===== src/core/fwd_pkg.sv =====
// Constants and carrier types for the store-to-load forwarding unit.
// Assumes one core clock; the issue pipeline presents at most one load per cycle.
// How it works
// - Forward only when load and store start at the same byte address.
// - Forward only when the load is no wider than the store.
// - No forwarding if the store or the load crosses a cache line.
// - An overlapping load that cannot forward is blocked and sent to the replay queue.
// - Small stores forward only to a load at offset zero.
// - Baseline: a forwarded load executes three cycles after its store.
// - Out-of-order mode: store to forwarded load takes four cycles.
// - Out-of-order mode lets loads pass older stores with unknown addresses.
// - A passed store that turns out to overlap flushes the load and everything younger.
// - Baseline replay covers blocks, splits, locks, translation misses, unknown addresses, overflow.
// - Each ordering violation gives a one-cycle countable event pulse.
package fwd_pkg;
   // ***********************************************************
   // Widths and timing
   // ***********************************************************
   localparam int ADDR_W       = 32;
   localparam int DATA_W       = 128;
   localparam int TAG_W        = 8;
   localparam int SIZE_W       = 3;                 // log2 of access bytes, 1..16 bytes
   localparam int LINE_BYTES   = 64;
   localparam int LINE_W       = 6;
   localparam int SQ_IDX_W     = 3;
   localparam int SQ_DEPTH     = 8;
   localparam int LAT_W        = 3;
   localparam logic [LAT_W-1:0] BASE_FWD_LAT = 3'h3;
   localparam logic [LAT_W-1:0] OOO_FWD_LAT  = 3'h4;

   // ***********************************************************
   // Replay causes, one-hot
   // ***********************************************************
   typedef enum logic [5:0] {
      CAUSE_BLOCK    = 6'h01,
      CAUSE_SPLIT    = 6'h02,
      CAUSE_LOCK     = 6'h04,
      CAUSE_XLATE    = 6'h08,
      CAUSE_UNKNOWN  = 6'h10,
      CAUSE_OVERFLOW = 6'h20
   } cause_type;

   typedef enum logic [1:0] {
      PEND_IDLE = 2'h1,
      PEND_WAIT = 2'h2
   } pend_state_type;

   // ***********************************************************
   // Carriers
   // ***********************************************************
   typedef struct packed {
      logic              valid;
      logic [ADDR_W-1:0] addr;
      logic [SIZE_W-1:0] size_log2;
      logic [TAG_W-1:0]  tag;
      logic              locked;
      logic              xlate_miss;
   } load_req_type;

   typedef struct packed {
      logic              valid;
      logic [TAG_W-1:0]  tag;
   } store_alloc_type;

   typedef struct packed {
      logic                valid;
      logic [SQ_IDX_W-1:0] idx;
      logic [ADDR_W-1:0]   addr;
      logic [SIZE_W-1:0]   size_log2;
      logic [DATA_W-1:0]   data;
   } store_exec_type;

   typedef struct packed {
      logic              valid;
      logic              forwarded;
      logic [TAG_W-1:0]  tag;
      logic [DATA_W-1:0] data;
   } load_done_type;

   typedef struct packed {
      logic              is_store;
      logic [ADDR_W-1:0] addr;
      logic [SIZE_W-1:0] size_log2;
      logic [TAG_W-1:0]  tag;
      cause_type         cause;
   } replay_type;

   typedef struct packed {
      logic             valid;
      logic [TAG_W-1:0] tag;
   } flush_type;
endpackage


===== src/core/store_load_forwarding_unit.sv =====
// Store-to-load forwarding and memory ordering for the memory execution cluster.
// Assumes stores allocate in program order, retire oldest first after execution,
// and every load presented is younger than all stores currently allocated.
`timescale 1ns/100ps
module store_load_forwarding_unit #(
   parameter int RQ_DEPTH = 8,
   parameter int LT_DEPTH = 4
) (
   input  wire logic                SYS_CLK,
   input  wire logic                RESET_N,
   input  wire logic                CE,
   input  wire logic                OOO_MODE,
   input  fwd_pkg::load_req_type    LD_REQ,
   input  fwd_pkg::store_alloc_type ST_ALLOC,
   input  fwd_pkg::store_exec_type  ST_EXEC,
   input  wire logic                ST_RETIRE,
   output logic [fwd_pkg::SQ_IDX_W-1:0] ST_ALLOC_IDX,
   output fwd_pkg::load_done_type   LD_DONE,
   output logic                     REPLAY_VALID,
   output fwd_pkg::replay_type      REPLAY_DATA,
   input  wire logic                REPLAY_READY,
   output logic                     REPLAY_FULL,
   output fwd_pkg::flush_type       FLUSH,
   output logic                     ORDER_VIOL_EVENT
);
   localparam int SQ = fwd_pkg::SQ_DEPTH;
   localparam int IW = fwd_pkg::SQ_IDX_W;
   localparam int AW = fwd_pkg::ADDR_W;

   // ***********************************************************
   // Decode helpers
   // ***********************************************************
   function automatic logic [AW:0] nbytes(input logic [fwd_pkg::SIZE_W-1:0] s);
      nbytes = (AW+1)'(1) << s;
   endfunction

   function automatic logic splits(input logic [AW-1:0] a, input logic [fwd_pkg::SIZE_W-1:0] s);
      splits = ((AW+1)'(a[fwd_pkg::LINE_W-1:0]) + nbytes(s)) > (AW+1)'(fwd_pkg::LINE_BYTES);
   endfunction

   function automatic logic overlaps(input logic [AW-1:0] a, input logic [fwd_pkg::SIZE_W-1:0] sa,
                                     input logic [AW-1:0] b, input logic [fwd_pkg::SIZE_W-1:0] sb);
      overlaps = ({1'b0, a} < {1'b0, b} + nbytes(sb)) && ({1'b0, b} < {1'b0, a} + nbytes(sa));
   endfunction

   // ***********************************************************
   // Store queue state
   // ***********************************************************
   logic [SQ-1:0]                  sq_valid;
   logic [SQ-1:0]                  sq_known;
   logic [AW-1:0]                  sq_addr  [SQ];
   logic [fwd_pkg::SIZE_W-1:0]     sq_size  [SQ];
   logic [fwd_pkg::DATA_W-1:0]     sq_data  [SQ];
   logic [fwd_pkg::LAT_W-1:0]      sq_since [SQ];
   logic [IW-1:0]                  head;
   logic [IW-1:0]                  tail;

   // Load tracker for loads that ran past unknown store addresses
   logic [LT_DEPTH-1:0]            lt_valid;
   logic [AW-1:0]                  lt_addr  [LT_DEPTH];
   logic [fwd_pkg::SIZE_W-1:0]     lt_size  [LT_DEPTH];
   logic [fwd_pkg::TAG_W-1:0]      lt_tag   [LT_DEPTH];
   logic [SQ-1:0]                  lt_mask  [LT_DEPTH];

   // Pending forwarded answer waiting for its latency to expire
   fwd_pkg::pend_state_type        pend;
   logic [fwd_pkg::LAT_W-1:0]      pend_cnt;
   fwd_pkg::load_done_type         pend_done;

   // ***********************************************************
   // Per-entry compare
   // ***********************************************************
   logic [SQ-1:0] hit;
   logic [SQ-1:0] unknown;
   logic [SQ-1:0] exec_clear;
   logic [IW-1:0] age [SQ];
   genvar g;
   generate
      for (g = 0; g < SQ; g++) begin : g_cmp
         assign hit[g]     = sq_valid[g] && sq_known[g] &&
                             overlaps(LD_REQ.addr, LD_REQ.size_log2, sq_addr[g], sq_size[g]);
         assign unknown[g] = sq_valid[g] && !sq_known[g];
         assign age[g]     = IW'(g) - head;
         assign exec_clear[g] = ST_EXEC.valid && (ST_EXEC.idx == IW'(g));
      end
   endgenerate

   // Youngest hitting store: largest distance from the oldest entry
   logic [IW-1:0] sel;
   logic          any_hit;
   always_comb begin
      sel     = '0;
      any_hit = 1'b0;
      for (int i = 0; i < SQ; i++) begin
         if (hit[i] && (!any_hit || age[i] >= age[sel])) begin
            sel     = IW'(i);
            any_hit = 1'b1;
         end
      end
   end

   // ***********************************************************
   // Load decision
   // ***********************************************************
   wire ld_v       = LD_REQ.valid;
   wire [fwd_pkg::LAT_W-1:0] lat = OOO_MODE ? fwd_pkg::OOO_FWD_LAT : fwd_pkg::BASE_FWD_LAT;
   wire ld_split   = splits(LD_REQ.addr, LD_REQ.size_log2);
   wire st_split   = splits(sq_addr[sel], sq_size[sel]);
   wire same_start = LD_REQ.addr == sq_addr[sel];
   wire fits       = LD_REQ.size_log2 <= sq_size[sel];
   wire no_split   = !ld_split && !st_split;
   wire fwd_ok     = any_hit && same_start && fits && no_split;
   wire older_unk  = |unknown;
   wire lt_full    = &lt_valid;
   // Out-of-order mode runs ahead of unknown stores while a tracker slot is free
   wire unk_stop   = older_unk && (!OOO_MODE || lt_full);
   wire pend_busy  = pend == fwd_pkg::PEND_WAIT;
   wire done_clash = pend_busy && pend_cnt == 3'h1;                   // Answer port taken by the waiting forward

   fwd_pkg::cause_type cause;
   assign cause = LD_REQ.locked     ? fwd_pkg::CAUSE_LOCK    :
                  LD_REQ.xlate_miss ? fwd_pkg::CAUSE_XLATE   :
                  unk_stop          ? fwd_pkg::CAUSE_UNKNOWN :
                  (any_hit && !no_split) ? fwd_pkg::CAUSE_SPLIT : fwd_pkg::CAUSE_BLOCK;

   // A second forward while one waits is blocked, as is a load that would collide with the waiting answer
   wire must_replay = ld_v && (LD_REQ.locked || LD_REQ.xlate_miss || unk_stop ||
                               (any_hit && !fwd_ok) || (fwd_ok && pend_busy) || done_clash);
   wire issue_fwd   = ld_v && !must_replay && fwd_ok;
   wire issue_mem   = ld_v && !must_replay && !fwd_ok;
   wire track_ld    = ld_v && !must_replay && older_unk;

   // Cycles still to wait beyond the next one, so the answer lands at exec cycle plus latency
   wire [fwd_pkg::LAT_W-1:0] since_sel = sq_since[sel];
   wire [fwd_pkg::LAT_W-1:0] wait_cnt  = (since_sel < lat - 3'h1) ? lat - 3'h1 - since_sel : '0;

   // ***********************************************************
   // Ordering violation check on store address resolution
   // ***********************************************************
   logic [LT_DEPTH-1:0] lt_conflict;
   logic [LT_DEPTH-1:0] lt_hold;
   logic [LT_DEPTH-1:0] lt_free;
   generate
      for (g = 0; g < LT_DEPTH; g++) begin : g_lt
         assign lt_conflict[g] = lt_valid[g] && ST_EXEC.valid && lt_mask[g][ST_EXEC.idx] &&
                                 overlaps(lt_addr[g], lt_size[g], ST_EXEC.addr, ST_EXEC.size_log2);
         assign lt_hold[g] = lt_valid[g] && |(lt_mask[g] & ~exec_clear);
      end
   endgenerate
   wire viol = |lt_conflict;

   // Lowest slot number wins when several tracked loads conflict at once
   logic [fwd_pkg::TAG_W-1:0] viol_tag;
   logic [$clog2(LT_DEPTH)-1:0] lt_slot;
   always_comb begin
      viol_tag = '0;
      lt_slot  = '0;
      for (int i = LT_DEPTH-1; i >= 0; i--) begin
         if (lt_conflict[i]) begin
            viol_tag = lt_tag[i];
         end
         if (!lt_valid[i]) begin
            lt_slot = ($clog2(LT_DEPTH))'(i);
         end
      end
   end
   assign lt_free = ~lt_valid;

   // ***********************************************************
   // Replay queue
   // ***********************************************************
   wire sq_full  = &sq_valid;
   wire st_refuse = ST_ALLOC.valid && sq_full;
   fwd_pkg::replay_type rp_ld;
   fwd_pkg::replay_type rp_st;
   assign rp_ld = '{is_store: 1'b0, addr: LD_REQ.addr, size_log2: LD_REQ.size_log2,
                    tag: LD_REQ.tag, cause: cause};
   assign rp_st = '{is_store: 1'b1, addr: '0, size_log2: '0,
                    tag: ST_ALLOC.tag, cause: fwd_pkg::CAUSE_OVERFLOW};
   logic rq_full;

   load_replay_queue #(.DEPTH(RQ_DEPTH)) u_replay (
      .clk       (SYS_CLK),
      .reset_n   (RESET_N),
      .ce        (CE),
      .push_a    (must_replay),
      .data_a    (rp_ld),
      .push_b    (st_refuse),
      .data_b    (rp_st),
      .out_valid (REPLAY_VALID),
      .out_data  (REPLAY_DATA),
      .out_ready (REPLAY_READY),
      .full      (rq_full)
   );

   // ***********************************************************
   // Store queue update
   // ***********************************************************
   always_ff @(posedge SYS_CLK) begin
      if (!RESET_N) begin
         sq_valid <= '0;
         sq_known <= '0;
         head     <= '0;
         tail     <= '0;
      end else if (CE) begin
         for (int i = 0; i < SQ; i++) begin
            if (sq_since[i] < lat) begin
               sq_since[i] <= sq_since[i] + 3'h1;     // Saturates; older stores are simply ready
            end
         end
         if (ST_ALLOC.valid && !sq_full) begin
            sq_valid[tail] <= 1'b1;
            sq_known[tail] <= 1'b0;
            tail           <= tail + IW'(1);
         end
         if (ST_EXEC.valid) begin
            sq_known[ST_EXEC.idx] <= 1'b1;
            sq_addr[ST_EXEC.idx]  <= ST_EXEC.addr;
            sq_size[ST_EXEC.idx]  <= ST_EXEC.size_log2;
            sq_data[ST_EXEC.idx]  <= ST_EXEC.data;
            sq_since[ST_EXEC.idx] <= 3'h1;            // Next cycle is one after execution
         end
         if (ST_RETIRE && sq_valid[head]) begin
            sq_valid[head] <= 1'b0;
            head           <= head + IW'(1);
         end
      end
   end

   // ***********************************************************
   // Load tracker: slots drain as each passed store resolves
   // ***********************************************************
   always_ff @(posedge SYS_CLK) begin
      if (!RESET_N) begin
         lt_valid <= '0;
      end else if (CE) begin
         if (viol) begin
            lt_valid <= '0;                           // Flush re-runs every younger load anyway
         end else begin
            lt_valid <= lt_hold;
            for (int i = 0; i < LT_DEPTH; i++) begin
               lt_mask[i] <= lt_mask[i] & ~exec_clear;
            end
            if (track_ld && OOO_MODE && |lt_free) begin
               lt_valid[lt_slot] <= 1'b1;
               lt_addr[lt_slot]  <= LD_REQ.addr;
               lt_size[lt_slot]  <= LD_REQ.size_log2;
               lt_tag[lt_slot]   <= LD_REQ.tag;
               lt_mask[lt_slot]  <= unknown & ~exec_clear;
            end
         end
      end
   end

   // ***********************************************************
   // Answer, pending forward and flush outputs
   // ***********************************************************
   always_ff @(posedge SYS_CLK) begin
      if (!RESET_N) begin
         pend             <= fwd_pkg::PEND_IDLE;
         pend_cnt         <= '0;
         pend_done        <= '0;
         LD_DONE          <= '0;
         FLUSH            <= '0;
         ORDER_VIOL_EVENT <= 1'b0;
         REPLAY_FULL      <= 1'b0;
         ST_ALLOC_IDX     <= '0;
      end else if (CE) begin
         LD_DONE          <= '0;
         FLUSH            <= '{valid: viol, tag: viol_tag};
         ORDER_VIOL_EVENT <= viol;
         REPLAY_FULL      <= rq_full;
         ST_ALLOC_IDX     <= (ST_ALLOC.valid && !sq_full) ? tail + IW'(1) : tail;
         unique case (pend)
            fwd_pkg::PEND_IDLE: begin
               if (issue_fwd && wait_cnt != '0 && !viol) begin
                  pend      <= fwd_pkg::PEND_WAIT;
                  pend_cnt  <= wait_cnt;
                  pend_done <= '{valid: 1'b1, forwarded: 1'b1, tag: LD_REQ.tag, data: sq_data[sel]};
               end
            end
            fwd_pkg::PEND_WAIT: begin
               pend_cnt <= pend_cnt - 3'h1;
               if (viol) begin
                  pend <= fwd_pkg::PEND_IDLE;                          // Younger work is flushed
               end else if (pend_cnt == 3'h1) begin
                  pend    <= fwd_pkg::PEND_IDLE;
                  LD_DONE <= pend_done;
               end
            end
         endcase
         if (issue_fwd && wait_cnt == '0 && !viol) begin
            LD_DONE <= '{valid: 1'b1, forwarded: 1'b1, tag: LD_REQ.tag, data: sq_data[sel]};
         end else if (issue_mem && !viol) begin
            LD_DONE <= '{valid: 1'b1, forwarded: 1'b0, tag: LD_REQ.tag, data: '0};
         end
      end
   end

   // ***********************************************************
   // Checks
   // ***********************************************************
   fwd_same_start_a: assert property (@(posedge SYS_CLK) disable iff (!RESET_N)
      issue_fwd |-> LD_REQ.addr == sq_addr[sel]) else $error("forward with different start");
   fwd_width_a: assert property (@(posedge SYS_CLK) disable iff (!RESET_N)
      issue_fwd |-> LD_REQ.size_log2 <= sq_size[sel]) else $error("forward to wider load");
   fwd_no_split_a: assert property (@(posedge SYS_CLK) disable iff (!RESET_N)
      (ld_v && any_hit && (ld_split || st_split)) |-> !issue_fwd && must_replay)
      else $error("forward across a line split");
   offset_block_a: assert property (@(posedge SYS_CLK) disable iff (!RESET_N || !CE)
      (ld_v && any_hit && !same_start) |=> REPLAY_VALID) else $error("offset load not replayed");
   base_latency_a: assert property (@(posedge SYS_CLK) disable iff (!RESET_N || !CE)
      (issue_fwd && !OOO_MODE && since_sel == 3'h1) |-> ##2 (LD_DONE.valid && LD_DONE.forwarded))
      else $error("baseline forward not at store plus three");
   ooo_latency_a: assert property (@(posedge SYS_CLK) disable iff (!RESET_N || !CE)
      (issue_fwd && OOO_MODE && since_sel == 3'h1 && !viol) ##1 !viol ##1 !viol |-> ##1 LD_DONE.valid)
      else $error("out-of-order forward not at store plus four");
   ooo_pass_a: assert property (@(posedge SYS_CLK) disable iff (!RESET_N)
      (ld_v && OOO_MODE && older_unk && !lt_full && !LD_REQ.locked && !LD_REQ.xlate_miss && !any_hit && !done_clash)
      |-> !must_replay) else $error("load held behind unknown store");
   base_unknown_a: assert property (@(posedge SYS_CLK) disable iff (!RESET_N)
      (ld_v && !OOO_MODE && older_unk) |-> must_replay) else $error("baseline load passed unknown store");
   viol_flush_a: assert property (@(posedge SYS_CLK) disable iff (!RESET_N || !CE)
      viol |=> (FLUSH.valid && ORDER_VIOL_EVENT) ##1 !ORDER_VIOL_EVENT || $past(viol))
      else $error("violation without flush and event");
endmodule // store_load_forwarding_unit


===== src/core/load_replay_queue.sv =====
// Replay queue: holds blocked loads and refused stores until the pipeline reissues them.
// Assumes the issue pipeline stops sending work while FULL is high.
`timescale 1ns/100ps
module load_replay_queue #(
   parameter int DEPTH = 8
) (
   input  wire logic              clk,
   input  wire logic              reset_n,
   input  wire logic              ce,
   input  wire logic              push_a,
   input  fwd_pkg::replay_type    data_a,
   input  wire logic              push_b,
   input  fwd_pkg::replay_type    data_b,
   output logic                   out_valid,
   output fwd_pkg::replay_type    out_data,
   input  wire logic              out_ready,
   output logic                   full
);
   localparam int PW = $clog2(DEPTH);

   fwd_pkg::replay_type mem [DEPTH];
   logic [PW-1:0]       rd_ptr;
   logic [PW-1:0]       wr_ptr;
   logic [PW:0]         count;

   wire           pop     = out_valid && out_ready;
   wire [PW-1:0]  wr_next = wr_ptr + PW'(1);
   wire [1:0]     n_push  = {1'b0, push_a} + {1'b0, push_b};

   // Two free slots are kept so both pushes of one cycle always fit
   assign full      = count > (PW+1)'(DEPTH - 2);
   assign out_valid = count != '0;
   assign out_data  = mem[rd_ptr];

   // ***********************************************************
   // Storage and pointers
   // ***********************************************************
   always_ff @(posedge clk) begin
      if (!reset_n) begin
         rd_ptr <= '0;
         wr_ptr <= '0;
         count  <= '0;
      end else if (ce) begin
         if (push_a) begin
            mem[wr_ptr] <= data_a;
         end
         if (push_b) begin
            mem[push_a ? wr_next : wr_ptr] <= data_b;
         end
         wr_ptr <= wr_ptr + PW'(n_push);
         rd_ptr <= rd_ptr + PW'(pop);
         count  <= count + (PW+1)'(n_push) - (PW+1)'(pop);
      end
   end
endmodule // load_replay_queue


===== config.mk =====
export PLATFORM = sky130hd
export DESIGN_NAME = store_load_forwarding_unit
export DESIGN_NICKNAME = d
export VERILOG_FILES = /design/src/core/fwd_pkg.sv /design/src/core/store_load_forwarding_unit.sv /design/src/core/load_replay_queue.sv
export SDC_FILE = /design/constraint.sdc
export NUM_CORES = 2
export LEC_CHECK = 0
export BUFFER_PORTS_ARGS = -buffer_cell sky130_fd_sc_hd__buf_4
export CAP_MARGIN = 30
export CORE_MARGIN = 5
export CORE_UTILIZATION = 35
export CTS_CLUSTER_SIZE = 20
export DETAILED_ROUTE_END_ITERATION = 7
export GPL_ROUTABILITY_DRIVEN = 0
export PLACE_DENSITY = 0.58
export RECOVER_POWER = 50
export SYNTH_ARGS = -nofsm -noshare
export SYNTH_HDL_FRONTEND = slang
export SYNTH_SLANG_ARGS = --single-unit

===== constraint.sdc =====
create_clock -name SYS_CLK -period 22.4 [get_ports SYS_CLK]
set_clock_uncertainty 0.1 [all_clocks]
set_input_delay 4.48 -clock SYS_CLK [delete_from_list [all_inputs] [get_ports SYS_CLK]]
set_output_delay 4.48 -clock SYS_CLK [all_outputs]
set_load 0.05 [all_outputs]

=== Yosys cells after proc, flatten, opt, wreduce, memory -nomap -nowiden ===
Memory sizes are Yosys's and may differ from the RTL's. A register that Yosys moved wholly into a read port is not among the register bits.
Cells that the tools add are included.

* ROM bits: 0
* RAM bits: 1,932
* Latch bits: 0
* Memories kept: 9
* Register bits: 326
* Output and inout port bits: 203

* Eq/ne operators: 13
* Multiply operators: 0
* Magnitude comparators: 58
* Bitwise gates (word level): 20
* Shift-type cells: 15
* Add/sub/neg operators: 43
* Reductions and logical operators: 150
* Multiplexer cells: 143
* Divide/modulo/power cells: 0

{| class="wikitable"
|+ Memory list
! name !! words !! bits a word !! read ports !! clocked after Yosys merged registers in !! write ports !! line !! text
|-
| sq_data || 8 || 128 || 1 || 0 || 1 || store_load_forwarding_unit.sv:53 || <nowiki>logic [fwd_pkg::DATA_W-1:0] sq_data [SQ];</nowiki>
|-
| u_replay.mem || 8 || 50 || 1 || 1 || 2 || load_replay_queue.sv:21 || <nowiki>fwd_pkg::replay_type mem [DEPTH];</nowiki>
|-
| sq_addr || 8 || 32 || 9 || 0 || 1 || store_load_forwarding_unit.sv:51 || <nowiki>logic [AW-1:0] sq_addr [SQ];</nowiki>
|-
| lt_addr || 4 || 32 || 4 || 0 || 1 || store_load_forwarding_unit.sv:60 || <nowiki>logic [AW-1:0] lt_addr [LT_DEPTH];</nowiki>
|-
| lt_mask || 4 || 8 || 4 || 0 || 5 || store_load_forwarding_unit.sv:63 || <nowiki>logic [SQ-1:0] lt_mask [LT_DEPTH];</nowiki>
|-
| lt_tag || 4 || 8 || 4 || 0 || 1 || store_load_forwarding_unit.sv:62 || <nowiki>logic [fwd_pkg::TAG_W-1:0] lt_tag [LT_DEPTH];</nowiki>
|-
| 3 more memories || - || - || - || - || - || - ||
|}

{| class="wikitable"
|+ Operators by type and width
! operator !! number
|-
| 32-bit by 33-bit less-than comparator with 1-bit output || 24
|-
| 138-bit two-way mux || 5
|-
| 1-bit by 3-bit left shift with 33-bit output (first input constant) || 15
|-
| 32-bit by 33-bit adder with 33-bit output || 14
|-
| 1-bit logical AND || 96
|-
| 8-bit two-way mux || 12
|-
| 3-bit two-way mux || 25
|-
| 1-bit two-way mux || 71
|-
| 6-bit by 33-bit adder with 33-bit output || 2
|-
| 33-bit by 7-bit > comparator with 1-bit output (second input constant) || 2
|-
| 8-bit AND || 7
|-
| 3-bit binary-select mux with 3-bit select || 6
|-
| 8-bit OR reduction || 5
|-
| 3-bit by 1-bit adder with 3-bit output (second input constant) || 11
|-
| 32-bit == test || 1
|-
| 3-bit less-than comparator || 9
|-
| 4-bit >= comparator (second input constant) || 6
|-
| 3-bit NOT with 4-bit output || 6
|-
| 8-bit NOT || 3
|-
| 1-bit zero test || 23
|-
| 3-bit >= comparator || 7
|-
| 2-bit two-way mux || 8
|-
| 8-bit bitwise OR || 2
|-
| 1-bit binary-select mux with 3-bit select || 5
|-
| other kinds (40) || 77
|}

=== Depth between registers and ports, before layout ===
An unclocked memory read counts as a cell.

* Depth in word-level cells: 82
* Depth in mapped cells: 120
* Gate-level depth less buffers: 112

=== Hierarchy ===
Synthesis repeated with hierarchy kept, for this count alone.

* Cells, all modules: 10,068
* Area total of the unflattened synthesis: 120,934.7 µm²

{| class="wikitable"
|+ By module, submodules not included
! module !! cells an instance !! area each (µm²) !! times used
|-
| store_load_forwarding_unit || 8,935 || 100,101.0 || 1
|-
| load_replay_queue || 1,133 || 20,833.7 || 1
|}

=== Worst setup path after synthesis ===
OpenSTA, ideal clock, no wires.

* Path type: input -> register
* Start point: in LD_REQ[10] (netlist bit)
* End point: mem lt_addr[2][0] (netlist bit) (enable)
* Required time: 21,903 ps
* Slack: -1,880 ps
* Data arrival time: 23,783 ps
* Stages: 104
* Path buffers: 11
* Library setup time: 397 ps
* Cell sequence: clkbuf_1 -> nor3_1 -> ha_1 -> fa_1 -> a211oi_2 -> o211ai_2 -> and4b_1 -> buf_2 -> nand3_1 -> xor2_1 -> ha_1 -> a21o_1 -> a21o_1 -> a221o_1 -> a221o_1 -> o21ai_0 -> o2111ai_1 -> a211o_1 -> [... 68 more ...] -> a21o_1 -> a21oi_1 -> o21bai_1 -> a21oi_1 -> xor2_1 -> nand3_1 -> a221oi_1 -> o31ai_1 -> a211oi_1 -> mux2i_1 -> a221o_1 -> nand4b_1 -> or3_1 -> a221oi_2 -> nand3_1 -> or4b_1 -> buf_6 -> inv_1

* Word-level cells in the longest chain between the ends: 81
* Elaborated cells between the ends (all ways): 124
* Classes of those cells: add/sub (3); order compare (17); eq/ne (1); shift (2); mux (38); bitwise (6); reduce/logical (55); memory (2)

{| class="wikitable"
|+ Ends and longest elaborated chain
! element !! line !! text
|-
| start: declaration || store_load_forwarding_unit.sv:13 || <nowiki>input fwd_pkg::load_req_type LD_REQ,</nowiki>
|-
| 1-bit by 3-bit left shift with 33-bit output || store_load_forwarding_unit.sv:34 || <nowiki>nbytes = (AW+1)'(1) << s;</nowiki>
|-
| 32-bit by 33-bit adder with 33-bit output || store_load_forwarding_unit.sv:43 || <nowiki>overlaps = ({1'b0, a} < {1'b0, b} + nbytes(sb)) && ({1'b0, b} < {1'b0, a} + nbytes(sa));</nowiki>
|-
| 32-bit by 33-bit less-than comparator with 1-bit output || store_load_forwarding_unit.sv:43 ||
|-
| 1-bit logical AND || store_load_forwarding_unit.sv:43 ||
|-
| 1-bit logical AND || store_load_forwarding_unit.sv:80 || <nowiki>assign hit[g] = sq_valid[g] && sq_known[g] &&</nowiki>
|-
| 1-bit two-way mux || store_load_forwarding_unit.sv:95 || <nowiki>if (hit[i] && (!any_hit || age[i] >= age[sel])) begin</nowiki>
|-
| 1-bit zero test || store_load_forwarding_unit.sv:95 ||
|-
| 1-bit logical OR || store_load_forwarding_unit.sv:95 ||
|-
| [... 63 more ...] || - ||
|-
| 1-bit zero test * || store_load_forwarding_unit.sv:131 || <nowiki>wire track_ld = ld_v && !must_replay && older_unk;</nowiki>
|-
| 1-bit logical AND * (2 in a row) || store_load_forwarding_unit.sv:131 ||
|-
| 1-bit logical AND * (2 in a row) || store_load_forwarding_unit.sv:244 || <nowiki>if (track_ld && OOO_MODE && |lt_free) begin</nowiki>
|-
| 1-bit two-way mux * || store_load_forwarding_unit.sv:244 ||
|-
| 1-bit two-way mux * || store_load_forwarding_unit.sv:237 || <nowiki>if (viol) begin</nowiki>
|-
| 1-bit two-way mux * || store_load_forwarding_unit.sv:236 || <nowiki>end else if (CE) begin</nowiki>
|-
| 1-bit two-way mux * || store_load_forwarding_unit.sv:234 || <nowiki>if (!RESET_N) begin</nowiki>
|-
| 1-bit two-way mux (not written as such) * || store_load_forwarding_unit.sv:246 || <nowiki>lt_addr[lt_slot] <= LD_REQ.addr;</nowiki>
|-
| end: declaration || store_load_forwarding_unit.sv:60 ||
|}

Every way passes the cells marked *; elsewhere a longest branch is shown, timed or not. The select of a mux whose other input is x is not followed.

=== Worst setup path after layout ===
* Start point: in LD_REQ[24] (netlist bit)
* End point: mem lt_addr[2][12] (netlist bit) (enable)

* Word-level cells in the longest chain between the ends: 80
* Elaborated cells between the ends (all ways): 128
* Classes of those cells: add/sub (2); order compare (24); eq/ne (1); shift (1); mux (38); bitwise (6); reduce/logical (54); memory (2)

{| class="wikitable"
|+ Ends and longest elaborated chain
! element !! line
|-
| 32-bit by 33-bit adder with 33-bit output || store_load_forwarding_unit.sv:43
|-
| 32-bit by 33-bit less-than comparator with 1-bit output || store_load_forwarding_unit.sv:43
|-
| 1-bit logical AND || store_load_forwarding_unit.sv:43
|-
| 1-bit logical AND || store_load_forwarding_unit.sv:80
|-
| 1-bit two-way mux || store_load_forwarding_unit.sv:95
|-
| 1-bit zero test || store_load_forwarding_unit.sv:95
|-
| 1-bit logical OR || store_load_forwarding_unit.sv:95
|-
| 1-bit logical AND || store_load_forwarding_unit.sv:95
|-
| [... 62 more ...] || -
|-
| 1-bit zero test * || store_load_forwarding_unit.sv:131
|-
| 1-bit logical AND * (2 in a row) || store_load_forwarding_unit.sv:131
|-
| 1-bit logical AND * (2 in a row) || store_load_forwarding_unit.sv:244
|-
| 1-bit two-way mux * || store_load_forwarding_unit.sv:244
|-
| 1-bit two-way mux * || store_load_forwarding_unit.sv:237
|-
| 1-bit two-way mux * || store_load_forwarding_unit.sv:236
|-
| 1-bit two-way mux * || store_load_forwarding_unit.sv:234
|-
| 1-bit two-way mux (not written as such) * || store_load_forwarding_unit.sv:246
|}

Marks and branches as above.

==> results.yml <==
run_status:
  status: "finished, violations left"
  violations: "max-capacitance violations, max-slew violations"
placed_design:
  dp_hpwl_um: 284600
  port_buffers: 430
  placed_cells: 15800
power:
  combinationalPowerShare: 0.105
  p_sw_uw: 2600
  power_density_nw_per_um2: 72.41
  internal_power_uw: 7434
  vdd_drop_max_mv: 0.06689
  p_leak_uw: 0.05125
  seqPwrFrac: 0.464
  power_frac_clock: 0.430
  swShare: 0.2591
drt:
  via_count: 91850
  drt-total-wl_um: 418800
  ant_nets: 0
  drc: 0
  via_per_inst: 5.624
  drt_first_pass_iters: 8
  wl_per_cell_um: 25.64
  drt_iter0_drc: 9372
floorplanning:
  core_area_um2: 337400
  die_area_um2: 351000
  die_h_um: 592.4
  ios: 431
  chipWidth_um: 592.4
  rows: 213
  initial_utilization: 0.3519
setup_path:
  slowest_stage: "clkbuf_1"
  path_max_fanout: 22
  cp-endpoint: "lt_addr[2][12]"
  critPathRequiredTime_ns: 22.89
  path_class: "primary input to register"
  end_kind: "register"
  rrSetupSlack_ns: 1.70
  cp.depth: 95
  cp-startpoint: "LD_REQ[24]"
  r2r-end: "lt_addr[2][12]"
  reg2reg_from: "sq_size[1][2]"
  startpoint_type: "primary input"
  max_stage_delay_ns: 1.33
  worstPathArrival_ns: 22.45
  crit_family: "compound AO/OA/AOI/OAI gates"
  reg2reg_depth: 103
  critPathMostFrequentCell: "ha_1"
  crit_buf_inv: 16
logic_synthesis:
  syn_area_um2: 118700
  synth_edf_count: 1572
  ys_seq_area_frac: 0.5124
  yosys_warnings: 0
  ys_seq_elements: 2253
  synthCells: 10930
  yosysUniqueCellTypes: 113
  avgSynthCellArea_um2: 10.87
  synth-main-ff-cell: "edfxtp_1"
  synth_nets: 12090
  synthArstFlopShare: 0
sta:
  final.period_utilization: 0.9802
  fmax_mhz: 45.54
  holdWs_ns: 0.3354
  finalCriticalPeriod_ns: 21.96
  worstMarginPinSlew_ns: 4.691
  slew_headroom: -2.127
  finalSetupViolations: 0
  finalHoldViolations: 0
  drv_slew: 910
global_routing:
  globalRouteOverflowTotal: 0
  antenna_found_initial: 79
  grt_pass1_wl_um: 606000
  grt_max_degree: 147
  grtUsageTotal: 0.2295
  grt_pass1_vias: 86970
min_path:
  holdCritPathClass: "register to register"
cts:
  cts_tree: "yes"
  root_buffer: "clkbuf_16"
  cts.clk_slew.worst_paths_ns: 0.06
  insertion_delay_ns: 0.89
  clock_path_buffers: 4
  cts_max_level: 5
  cts_inserted_buffers: 264
  cts_sinks: 2253
layout:
  n_fill_cell: 32500
  finalNonFillerCells: 16330
  drive_gt1_frac: 0.1171
  areaGrowthSynthToFinish_pct: 16.72
  nets: 12740
run:
  maxCapViolCount: 28
[how the worst min path moves through the flow]
stage / slack, ns / end / depth (start not counted) / from
global route: 0.37 / u_replay.mem[2][40] / 2 / u_replay.mem[2][40]
CTS: 0.33 / LD_DONE[21] / 2 / pend_done[21]
floorplan: 0.32 / u_replay.mem[6][5] / 1 / u_replay.mem[6][5]
finish: 0.34 / LD_DONE[21] / 2 / pend_done[21]
global placement: 0.33 / u_replay.mem[3][5] / 1 / u_replay.mem[3][5]
detailed placement: 0.34 / u_replay.mem[3][5] / 1 / u_replay.mem[3][5]
[per-stage QoR]
stage                     total power, uW  setup WS, ns  utilization  TNS (ns)  area, um^2
final                               10030        0.4427       0.4107         0      138600
after global routing                10400       -0.1775       0.4106    -18.56      138500
after CTS                           10130       0.03201       0.4128         0      139300
after detailed placement             5821        -1.135       0.3870   -784.77      130600
after global placement               5806       -0.9539       0.3867   -584.09      130500
after floorplan                      5371       0.02681            -         0      118900
[flip-flops by register name (all words and copies together), names as in the netlist, 3 cells and up, named ones only]
| name | cells |
|---|---|
| LD_DONE | 138 |
| pend_done | 137 |
| FLUSH | 8 |
| ST_ALLOC_IDX | 3 |
| lt_size | 12 |
| lt_mask | 32 |
| sq_valid | 8 |
| lt_valid | 4 |
| u_replay.rd_ptr | 3 |
| lt_tag | 32 |
| head | 3 |
| sq_data | 1024 |
| sq_known | 8 |
| u_replay.count | 4 |
| u_replay.wr_ptr | 3 |
| pend_cnt | 3 |
| lt_addr | 128 |
| sq_size | 24 |
| sq_since | 24 |
| u_replay.mem | 392 |
| sq_addr | 256 |
[layout make-up]
cell class | count | area [um^2] | area share
multi-input cells | 7881 | 55570 | 0.4010
flip-flops and latches | 2253 | 60850 | 0.4391
clock buffers | 342 | 7268 | 0.05245
diodes | 32 | 80.08 | 0.0005779
repair buffers | 1011 | 7107 | 0.05129
clock inverters | 131 | 1406 | 0.01015
inverters | 165 | 649.4 | 0.004686
well taps | 4515 | 5649 | 0.04077
[cells by family after synthesis]
| logic type | count (synthesis) | share of synthesized area |
|---|---|---|
| buf+inv | 792 | 0.02660 |
| compound gates | 2212 | 0.1258 |
| mux | 497 | 0.05396 |
| simple gates | 3759 | 0.1463 |
| xor+xnor | 476 | 0.03524 |
| fa+ha+maj | 937 | 0.09974 |
| flops | 2253 | 0.5124 |
[cells in the mapped netlist (all sizes together), types with 230 or more instances]
cell | number | share of area
nand2 | 1551 | 0.049
edfxtp | 1572 | 0.40
nand3 | 804 | 0.034
ha | 916 | 0.097
dfxtp | 681 | 0.11
nor2 | 608 | 0.019
a21oi | 477 | 0.020
xor2 | 246 | 0.018
mux2i | 325 | 0.027
clkbuf | 456 | 0.014
xnor2 | 230 | 0.017
o21ai | 608 | 0.026
[layout by cell type, fill, tap and decap left out, types with 88 or more instances in the layout]
master	count
edfxtp_1	1572
nand2_1	1545
ha_1	910
nand3_1	800
dfxtp_1	678
nor2_1	595
o21ai_0	584
buf_4	515
a21oi_1	462
clkbuf_1	446
mux2i_1	324
clkbuf_16	272
xor2_1	241
xnor2_1	227
a21o_1	222
inv_1	149
a221oi_1	147
nand4_1	144
o221ai_1	128
mux4_2	108
nand2b_1	98
and3_1	88
[power groups by stage]
| stage | sequential (uW) | clock, uW | combinational (uW) |
|---|---|---|---|
| after detailed placement | 4740 | 0 | 1080 |
| after global placement | 4740 | 0 | 1070 |
| final | 4660 | 4320 | 1060 |
| after floorplan | 4760 | 0 | 614 |
| after CTS | 4650 | 4390 | 1090 |
| after global routing | 4670 | 4570 | 1160 |
[tightest hold or removal path, delay by kind of cell, from the launching register on]
| kind | cells | cell delay (ns) |
|---|---|---|
| and+or+nand+nor | 1 | 0.05 |
| DFF | 1 | 0.31 |
| AOI/OAI and AO/OA | 1 | 0.07 |
[layer usage]
metal | vias up | routed length, um | share of wire | GRT usage
met4 | 46 | 18730 | 0.045 | 0.08481
met5 | - | 295 | 0.00070 | 0.002976
met2 | 3724 | 184400 | 0.44 | 0.3571
met3 | 816 | 37740 | 0.090 | 0.05519
li1 | 42210 | - | - | -
met1 | 45050 | 177600 | 0.42 | 0.3105
[repair_timing]
| item | in CTS | in global routing |
|---|---|---|
| setup endpoints to repair | 351 | 951 |
| gates resized for setup | 5 | 101 |
| pin swaps | 0 | 68 |
| buffers inserted | 0 | 22 |
| cloned | 0 | 5 |
| hold buffers | 0 | 0 |
Note: power is estimated with default switching activity, not from simulation.
